## src/pkg/cfgl_pkg.sv

```systemverilog
// Purpose: shared constants and types of the configuration loader
// Assumes: 25 MHz system clock, internal configuration clock near 1 MHz
// Notes:   mode codes are written {bit_a, bit_b, bit_c}
package cfgl_pkg;

  ////////////////////////////////////////////////////////////////////////////
  // mode pin codes
  localparam logic [2:0] MODE_CODE_SERIAL = 3'h0;
  localparam logic [2:0] MODE_CODE_UP     = 3'h1;
  localparam logic [2:0] MODE_CODE_DOWN   = 3'h3;
  localparam logic [2:0] MODE_CODE_PERIPH = 3'h5;

  ////////////////////////////////////////////////////////////////////////////
  // stream layout
  localparam int          PREAMBLE_W   = 12;
  localparam logic [11:0] PREAMBLE     = 12'hff2;
  localparam int          LEN_W        = 24;
  localparam int          BYTE_W       = 8;
  localparam int          ADDR_W       = 16;
  localparam logic [15:0] ADDR_UP_RST  = 16'h0000;
  localparam logic [15:0] ADDR_DN_RST  = 16'hffff;
  // own payload length before going transparent; arbitrary plain default
  localparam logic [23:0] OWN_BITS_DEF = 24'h00_0400;

  ////////////////////////////////////////////////////////////////////////////
  // timing
  localparam int CLK_PERIOD_NS  = 40;
  localparam int CONFIG_CLOCK_PERIOD_NS = 1000;
  // half period of the config clock, rounded down to whole cycles
  localparam int CONFIG_CLOCK_HALF_CYC  = CONFIG_CLOCK_PERIOD_NS / (2 * CLK_PERIOD_NS);

  ////////////////////////////////////////////////////////////////////////////
  // types
  typedef enum logic [2:0] {
    MODE_IDLE, MODE_SERIAL, MODE_UP, MODE_DOWN, MODE_PERIPH
  } cfgl_mode_t;

  typedef enum logic [1:0] {
    ST_SYNC, ST_LEN, ST_DATA, ST_DONE
  } cfgl_state_t;

endpackage : cfgl_pkg

```

## src/cfgl_byte_shifter.sv

```systemverilog
// Purpose: byte to bit serialiser, least significant bit first
// Assumes: load only while empty, shift only while not empty
// Notes:   empty doubles as the ready term of the byte sources
`timescale 1ns/1ps
`default_nettype none
module cfgl_byte_shifter #(
  parameter int W = 8
) (
  input  wire logic         clk,      // system clock
  input  wire logic         rst_n,    // synchronised reset
  input  wire logic         load,     // take a new byte
  input  wire logic [W-1:0] load_data,// byte to serialise
  input  wire logic         shift,    // consume one bit
  output logic              bit_out,  // current bit
  output logic              empty     // no bit left
);

  logic [W-1:0] data;
  logic [3:0]   cnt;
  logic [W-1:0] next_data;
  logic [3:0]   next_cnt;

  ////////////////////////////////////////////////////////////////////////////
  // next byte and bit count
  always_comb begin
    next_data = data;
    next_cnt  = cnt;
    if (load && cnt == 4'h0) begin
      next_data = load_data;
      next_cnt  = 4'(W);
    end else if (shift && cnt != 4'h0) begin
      next_data = data >> 1;
      next_cnt  = cnt - 4'h1;
    end
  end

  always_ff @(posedge clk or negedge rst_n) begin
    if (!rst_n) begin
      data <= '0;
      cnt  <= 4'h0;
    end else begin
      data <= next_data;
      cnt  <= next_cnt;
    end
  end

  assign bit_out = data[0];
  assign empty   = (cnt == 4'h0);

endmodule : cfgl_byte_shifter
`default_nettype wire

```

## src/cfgl_loader.sv

```systemverilog
// Purpose: configuration loader, master serial/parallel and peripheral fetch
// Assumes: all pins synchronous to CLK; memory returns the addressed byte
// Notes:   the stream is echoed, then held high, then passed downstream
`timescale 1ns/1ps
`default_nettype none
module cfgl_loader #(
  parameter int          HALF_CYC = cfgl_pkg::CONFIG_CLOCK_HALF_CYC, // cycles per half clock
  parameter logic [23:0] OWN_BITS = cfgl_pkg::OWN_BITS_DEF   // own payload bits
) (
  input  wire logic        CLK,                  // system clock
  input  wire logic        RST_N,                // async reset, active low
  input  wire logic        MODE_SELECT_BIT_A,    // mode strap a
  input  wire logic        MODE_SELECT_BIT_B,    // mode strap b
  input  wire logic        MODE_SELECT_BIT_C,    // mode strap c
  output logic             CONFIG_CLOCK,         // internal config clock out
  input  wire logic        SERIAL_DIN,           // serial memory data
  output logic [15:0]      MEMORY_ADDRESS_BUS,   // parallel memory address
  input  wire logic [7:0]  BYTE_DATA_BUS,        // parallel or host byte
  input  wire logic        CHIP_SELECT_A_N,      // host select, active low
  input  wire logic        CHIP_SELECT_B_N,      // host select, active low
  input  wire logic        CHIP_SELECT_C,        // host select, active high
  input  wire logic        WRITE_STROBE_N,       // host write, active low
  output logic             READY_BUSY,           // high in peripheral mode when a byte fits
  output logic             SERIAL_DOUT,          // chain output
  output logic             COMPLETE_PROGRAM_PIN  // configuration complete
);

  ////////////////////////////////////////////////////////////////////////////
  // reset release through two flops
  logic rst_meta;
  logic rst_n;

  always_ff @(posedge CLK or negedge RST_N) begin
    if (!RST_N) begin
      rst_meta <= 1'b0;
      rst_n    <= 1'b0;
    end else begin
      rst_meta <= 1'b1;
      rst_n    <= rst_meta;
    end
  end

  ////////////////////////////////////////////////////////////////////////////
  // mode strap caught once after release
  cfgl_pkg::cfgl_mode_t mode;
  cfgl_pkg::cfgl_mode_t next_mode;
  logic                 mode_seen;
  logic [2:0]           pins;

  assign pins = {MODE_SELECT_BIT_A, MODE_SELECT_BIT_B, MODE_SELECT_BIT_C};

  always_comb begin
    next_mode = mode;
    if (!mode_seen) begin
      case (pins)
        cfgl_pkg::MODE_CODE_UP:     next_mode = cfgl_pkg::MODE_UP;
        cfgl_pkg::MODE_CODE_DOWN:   next_mode = cfgl_pkg::MODE_DOWN;
        cfgl_pkg::MODE_CODE_SERIAL: next_mode = cfgl_pkg::MODE_SERIAL;
        cfgl_pkg::MODE_CODE_PERIPH: next_mode = cfgl_pkg::MODE_PERIPH;
        default:                    next_mode = cfgl_pkg::MODE_IDLE;
      endcase
    end
  end

  always_ff @(posedge CLK or negedge rst_n) begin
    if (!rst_n) begin
      mode      <= cfgl_pkg::MODE_IDLE;
      mode_seen <= 1'b0;
    end else begin
      mode      <= next_mode;
      mode_seen <= 1'b1;
    end
  end

  ////////////////////////////////////////////////////////////////////////////
  // config clock divider; a bit moves on each falling edge, except with the shifter empty outside serial mode
  cfgl_pkg::cfgl_state_t state;
  logic [7:0] div_cnt;
  logic [7:0] next_div_cnt;
  logic       next_config_clock;
  logic       active;
  logic       step;

  assign active = mode_seen && mode != cfgl_pkg::MODE_IDLE && state != cfgl_pkg::ST_DONE;
  assign step   = active && div_cnt == 8'(HALF_CYC - 1) && CONFIG_CLOCK;

  always_comb begin
    next_div_cnt = div_cnt;
    next_config_clock    = CONFIG_CLOCK;
    if (active) begin
      if (div_cnt == 8'(HALF_CYC - 1)) begin
        next_div_cnt = 8'h00;
        next_config_clock    = !CONFIG_CLOCK;
      end else begin
        next_div_cnt = div_cnt + 8'h01;
      end
    end
  end

  always_ff @(posedge CLK or negedge rst_n) begin
    if (!rst_n) begin
      div_cnt      <= 8'h00;
      CONFIG_CLOCK <= 1'b0;
    end else begin
      div_cnt      <= next_div_cnt;
      CONFIG_CLOCK <= next_config_clock;
    end
  end

  ////////////////////////////////////////////////////////////////////////////
  // byte sources: parallel memory and host writes share one shifter
  logic        par;
  logic        periph;
  logic        serial;
  logic        ws_prev;
  logic        sel;
  logic        ld;
  logic        sh_bit;
  logic        sh_empty;
  logic        take;
  logic        src_bit;
  logic [15:0] next_addr;

  assign par    = mode == cfgl_pkg::MODE_UP || mode == cfgl_pkg::MODE_DOWN;
  assign periph = mode == cfgl_pkg::MODE_PERIPH;
  assign serial = mode == cfgl_pkg::MODE_SERIAL;
  assign sel    = !CHIP_SELECT_A_N && !CHIP_SELECT_B_N && CHIP_SELECT_C;
  // a host byte is taken on the falling strobe only while the shifter is empty; strobes while busy are ignored
  assign ld = mode_seen && sh_empty && state != cfgl_pkg::ST_DONE
              && (par || (periph && sel && ws_prev && !WRITE_STROBE_N));
  // busy holds while an accepted byte shifts out
  assign READY_BUSY = periph && mode_seen && sh_empty && state != cfgl_pkg::ST_DONE;
  assign src_bit = serial ? SERIAL_DIN : sh_bit;
  assign take    = step && (serial || !sh_empty);

  cfgl_byte_shifter #(
    .W         (cfgl_pkg::BYTE_W)
  ) u_shift (
    .clk       (CLK),
    .rst_n     (rst_n),
    .load      (ld),
    .load_data (BYTE_DATA_BUS),
    .shift     (take && !serial),
    .bit_out   (sh_bit),
    .empty     (sh_empty)
  );

  // address start value set with the strap, then one step per fetched byte
  always_comb begin
    next_addr = MEMORY_ADDRESS_BUS;
    if (!mode_seen) begin
      next_addr = (next_mode == cfgl_pkg::MODE_DOWN) ? cfgl_pkg::ADDR_DN_RST
                                                     : cfgl_pkg::ADDR_UP_RST;
    end else if (ld && mode == cfgl_pkg::MODE_UP) begin
      next_addr = MEMORY_ADDRESS_BUS + 16'h0001;
    end else if (ld && mode == cfgl_pkg::MODE_DOWN) begin
      next_addr = MEMORY_ADDRESS_BUS - 16'h0001;
    end
  end

  always_ff @(posedge CLK or negedge rst_n) begin
    if (!rst_n) begin
      MEMORY_ADDRESS_BUS <= cfgl_pkg::ADDR_UP_RST;
      ws_prev            <= 1'b1;
    end else begin
      MEMORY_ADDRESS_BUS <= next_addr;
      ws_prev            <= WRITE_STROBE_N;
    end
  end

  ////////////////////////////////////////////////////////////////////////////
  // frame: preamble search, length count, own data, pass-through
  cfgl_pkg::cfgl_state_t next_state;
  logic [10:0] win;
  logic [10:0] next_win;
  logic [23:0] len;
  logic [23:0] next_len;
  logic [4:0]  len_cnt;
  logic [4:0]  next_len_cnt;
  logic [23:0] own_cnt;
  logic [23:0] next_own_cnt;
  logic [23:0] clk_cnt;
  logic [23:0] next_clk_cnt;
  logic        next_dout;
  logic        next_done;

  always_comb begin
    next_state   = state;
    next_win     = win;
    next_len     = len;
    next_len_cnt = len_cnt;
    next_own_cnt = own_cnt;
    next_clk_cnt = clk_cnt;
    next_dout    = SERIAL_DOUT;
    next_done    = COMPLETE_PROGRAM_PIN;
    if (take) begin
      // free-running count; a missed match waits for the wrap
      next_clk_cnt = clk_cnt + 24'h00_0001;
      case (state)
        cfgl_pkg::ST_SYNC: begin
          next_win  = {win[9:0], src_bit};
          next_dout = src_bit;
          if ({win, src_bit} == cfgl_pkg::PREAMBLE) begin
            next_state   = cfgl_pkg::ST_LEN;
            next_len_cnt = 5'h00;
          end
        end
        cfgl_pkg::ST_LEN: begin
          next_len     = {len[22:0], src_bit};
          next_dout    = src_bit;
          next_len_cnt = len_cnt + 5'h01;
          if (len_cnt == 5'(cfgl_pkg::LEN_W - 1)) begin
            next_state   = cfgl_pkg::ST_DATA;
            next_own_cnt = 24'h00_0000;
          end
        end
        cfgl_pkg::ST_DATA: begin
          if (own_cnt < OWN_BITS) begin
            next_own_cnt = own_cnt + 24'h00_0001;
            next_dout    = 1'b1;
          end else begin
            next_dout    = src_bit;
          end
          if (next_clk_cnt == len) begin
            next_state = cfgl_pkg::ST_DONE;
            next_done  = 1'b1;
            next_dout  = 1'b1;
          end
        end
        default: ;
      endcase
    end
  end

  // reset drops everything back to the preamble search
  always_ff @(posedge CLK or negedge rst_n) begin
    if (!rst_n) begin
      state                <= cfgl_pkg::ST_SYNC;
      win                  <= '0;
      len                  <= '0;
      len_cnt              <= 5'h00;
      own_cnt              <= 24'h00_0000;
      clk_cnt              <= 24'h00_0000;
      SERIAL_DOUT          <= 1'b1;
      COMPLETE_PROGRAM_PIN <= 1'b0;
    end else begin
      state                <= next_state;
      win                  <= next_win;
      len                  <= next_len;
      len_cnt              <= next_len_cnt;
      own_cnt              <= next_own_cnt;
      clk_cnt              <= next_clk_cnt;
      SERIAL_DOUT          <= next_dout;
      COMPLETE_PROGRAM_PIN <= next_done;
    end
  end
endmodule : cfgl_loader
`default_nettype wire

```

## config.mk

```make
export PLATFORM = sky130hd
export DESIGN_NAME = cfgl_loader
export DESIGN_NICKNAME = d
export VERILOG_FILES = /design/src/pkg/cfgl_pkg.sv /design/src/cfgl_byte_shifter.sv /design/src/cfgl_loader.sv
export SDC_FILE = /design/constraint.sdc
export NUM_CORES = 1
export LEC_CHECK = 0
export BUFFER_PORTS_ARGS = -buffer_cell sky130_fd_sc_hd__buf_2
export CORE_MARGIN = 4
export CORE_UTILIZATION = 40
export CTS_CLUSTER_DIAMETER = 40
export DETAILED_ROUTE_END_ITERATION = 6
export GPL_ROUTABILITY_DRIVEN = 1
export PLACE_DENSITY = 0.57
export SLEW_MARGIN = 15
export SYNTH_ARGS = -nofsm -noshare
export SYNTH_HDL_FRONTEND = slang
export SYNTH_SLANG_ARGS = --single-unit
```

## constraint.sdc

```tcl
create_clock -name CLK -period 9.8 [get_ports CLK]
set_input_delay 2.45 -clock CLK [delete_from_list [all_inputs] [get_ports CLK]]
set_output_delay 2.45 -clock CLK [all_outputs]
set_load 0.02 [all_outputs]
```

==> summary.txt <==
Power and ir drop
  – Combinational Power Share: 0.142
  – Internal power: 1.14 mW
  – Leak pwr: 3.91 nW
  – Switching power: 436 µW
  – Sequential share of power: 0.421
  – Clock network fraction of design power: 0.437
  – Pwr Density: 180 nW/µm²
  – Max VDD drop: 126 µV
  – Sw Share: 0.277
  – Final Total Pwr: 1.57 mW

CTS
  – CTS max path bufs: 2
  – Clock root buffer: clkbuf_16
  – CTS Buf Count: 17
  – Clock sink total: 136
  – Worst-path clk slew: 0.06 ns
  – Post_cts resized: 0
  – Clk Latency, worst-skew pair: 0.42 ns
  – CTS tree: done
  – H-tree depth: 4
  – Hold_buf cts: 0
  – Setup bufs post-CTS: 0

Min path
  – HP Start: rst_meta$_DFF_PN0_
  – Hold path cells: 0
  – Worst Hold End: rst_n$_DFF_PN0_
  – Hold crit path type: reg2reg

Timing
  – Final worst-path cycle share: 0.473
  – Setup tns final: 0 ns
  – Max frequency: 216 MHz
  – Slew Limit Fails: 0
  – Final min period: 4.63 ns
  – Slew @ Worst Pin: 1.10 ns
  – Slew HR: 0.268
  – Setup violations, final: 0
  – Hold Slack: 0.349 ns
  – Skew final: 0.0136 ns
  – RSZ-0062 raised after global routing: no
  – Final hold violations: 0

Floorplanning
  – Initial Utilization: 0.410
  – I/O Pins: 38
  – Die area: 21700 µm²
  – Die Ht: 147 µm
  – Core footprint: 18900 µm²
  – FP Rows: 50
  – Die W: 147 µm

GRT
  – Vias in the first global route: 5861
  – Initial antenna violation count: 0
  – Global-route usage over all layers: 0.161
  – First-pass GRT wire length: 28.9 mm
  – Largest net degree at the start of global routing: 70
  – Gr ovfl total: 0

Drt
  – Vias per cell: 5.40
  – Residual DRC count: 0
  – Initial DRC count: 424
  – Total Wirelength: 16.8 mm
  – DRT Pass-1 Iters: 5
  – Routed wire per std cell: 15.4 µm
  – Post-route ant nets: 0
  – DR vias: 5923

Logic synthesis
  – Async SR Flop Fraction: 1.00
  – YS warnings: 0
  – Synth cell types: 77
  – Sequential fraction of the synthesis area: 0.440
  – Mean Syn Cell Area: 9.67 µm²
  – Mapped cell area: 7740 µm²
  – Syn Inst Count: 801
  – EDFF count, synth: 0
  – Register bit count reported by yosys: 136
  – Ys flop type: dfrtp_1

Setup path
  – CP Depth: 3
  – Worst R2R Path Depth: 13
  – CP max-delay cell: dfrtp_1
  – Crit path DAT: 2.18 ns
  – Setup slack, reg-to-reg: 5.40 ns
  – CP cell instances: nand2b_1 > nor3_1 > buf_2
  – Largest stage delay on the critical path: 0.91 ns
  – RR Endpoint: MEMORY_ADDRESS_BUS[14]$_DFFE_PN0P_
  – Critical path buffers and inverters: 1
  – Largest delay share family, worst path: flip-flops
  – Crit start category: flop
  – Launch point of the worst path: mode_seen$_DFF_PN0_
  – Crit path required time: 7.35 ns
  – Reg-to-Reg Start: mode_seen$_DFF_PN0_
  – Worst Path Max Fanout: 27
  – CP Class: reg2out
  – Worst setup EP type: primary output

Placed design
  – Port bufs: 37
  – DP Area: 8120 µm²
  – Gp weighted congestion: 0.875
  – DP HPWL: 11.4 mm

Layout
  – N_diodes: 0
  – Nets: 859
  – Layout area overhead: 12.9%
  – Fillers: 1856
  – Design Area, Final: 8750 µm²
  – Share of post-route cells with drive strength above 1: 0.152

Status
  – Status: completed

Job
  – Max Cap Viol: 0
cell usage after synthesis, types with 5 or more instances:
library cell  instances  area share
o21ai_0              41       0.026
ha_1                 18       0.029
and3_1               14       0.011
or3_1                 9      0.0073
a22oi_1               7      0.0068
xnor2_1              46       0.052
nand2_1              81       0.039
and4_1               10       0.011
mux2_2               35       0.051
nand2b_1              8      0.0065
clkbuf_1             26       0.013
inv_1                17      0.0082
a31oi_1              13       0.011
a21o_1               13       0.013
nor4_1               17       0.014
xor2_1               24       0.027
mux2i_1               7      0.0090
a21boi_0              5      0.0048
nand3_1              36       0.023
and2_1                7      0.0057
nor3_1               13      0.0084
o22ai_1               6      0.0048
nor2_1               58       0.028
o211ai_1              7      0.0068
buf_2                 9      0.0058
a21oi_1              39       0.025
o31ai_1               9      0.0087
nand4_1              11      0.0089
dfrtp_1             134        0.43
power by group through the flow:
| stage | Clock, mW | Sequential [mW] | Combinational, mW |
|---|---|---|---|
| after global routing | 0.733 | 0.672 | 0.252 |
| after global placement | 0 | 0.673 | 0.224 |
| final | 0.688 | 0.663 | 0.224 |
| after detailed placement | 0 | 0.673 | 0.224 |
| after floorplan | 0 | 0.674 | 0.157 |
| after CTS | 0.704 | 0.664 | 0.227 |
how the worst max path moves through the flow:
stage,to,slack (ns)
after floorplan,COMPLETE_PROGRAM_PIN$_DFFE_PN0P_,5.73
after global placement,MEMORY_ADDRESS_BUS[14]$_DFFE_PN0P_,5.57
after detailed placement,MEMORY_ADDRESS_BUS[14]$_DFFE_PN0P_,5.47
after CTS,READY_BUSY,5.17
after global routing,READY_BUSY,4.94
final,READY_BUSY,5.17
state kept, by name, indices dropped and copies added, names as in the netlist:
| signal | flops |
|---|---|
| SERIAL_DOUT | 1 |
| COMPLETE_PROGRAM_PIN | 1 |
| mode | 3 |
| state | 2 |
| win | 11 |
| div_cnt | 8 |
| rst_meta | 1 |
| mode_seen | 1 |
| len | 24 |
| own_cnt | 24 |
| u_shift.cnt | 4 |
| rst_n | 1 |
| clk_cnt | 24 |
| len_cnt | 5 |
| MEMORY_ADDRESS_BUS | 16 |
| u_shift.data | 8 |
| ws_prev | 1 |
| CONFIG_CLOCK | 1 |
through the flow:
step	util	instances	worst slack, ns
after floorplan	-	802	5.73
after global placement	0.430	1064	5.57
after detailed placement	0.430	1064	5.47
after CTS	0.463	1096	5.17
after global routing	0.463	1096	4.94
final	0.463	1096	5.17
layout make-up:
cell class / count / area [µm²] / area share
well taps: 260 / 325 / 0.0372
clock buffers: 20 / 457 / 0.0522
flip-flops and latches: 136 / 3410 / 0.390
multi-input cells: 608 / 4090 / 0.468
clock inverters: 12 / 174 / 0.0199
inverters: 18 / 67.6 / 0.00772
repair buffers: 42 / 223 / 0.0255
placed cells by master (no fill, tap or decap), types with 8 or more instances in the layout:
cell and count:
dfrtp_1 133, nand2_1 81, nor2_1 58, xnor2_1 46, o21ai_0 40, a21oi_1 39, buf_2 37, nand3_1 36
mux2_2 35, xor2_1 24, ha_1 18, inv_1 17, nor4_1 17, clkbuf_16 17, and3_1 14, nor3_1 13
a21o_1 13, a31oi_1 13, nand4_1 11, and4_1 10, o31ai_1 9, or3_1 9, nand2b_1 8
logic make-up (layout without fill, tap and decap cells):
| group | Yosys count | after routing | share of synthesized area |
|---|---|---|---|
| AND/OR/NAND/NOR | 293 | 293 | 0.199 |
| AO/OA/AOI/OAI | 182 | 182 | 0.159 |
| flip-flops | 136 | 136 | 0.440 |
| XOR/XNOR | 70 | 70 | 0.0792 |
| buffers and inverters | 58 | 92 | 0.0325 |
| multiplexers | 43 | 43 | 0.0614 |
| adder cells (fa/ha/maj) | 18 | 18 | 0.0291 |
| other | 1 | 2 | 0.000484 |
per-layer routing:
layer,track usage,routed length [µm]
met5,0,0
met2,0.251,7430
met1,0.226,8470
met4,0.0447,242
met3,0.0395,683
Note: power is estimated with default switching activity, not from simulation.
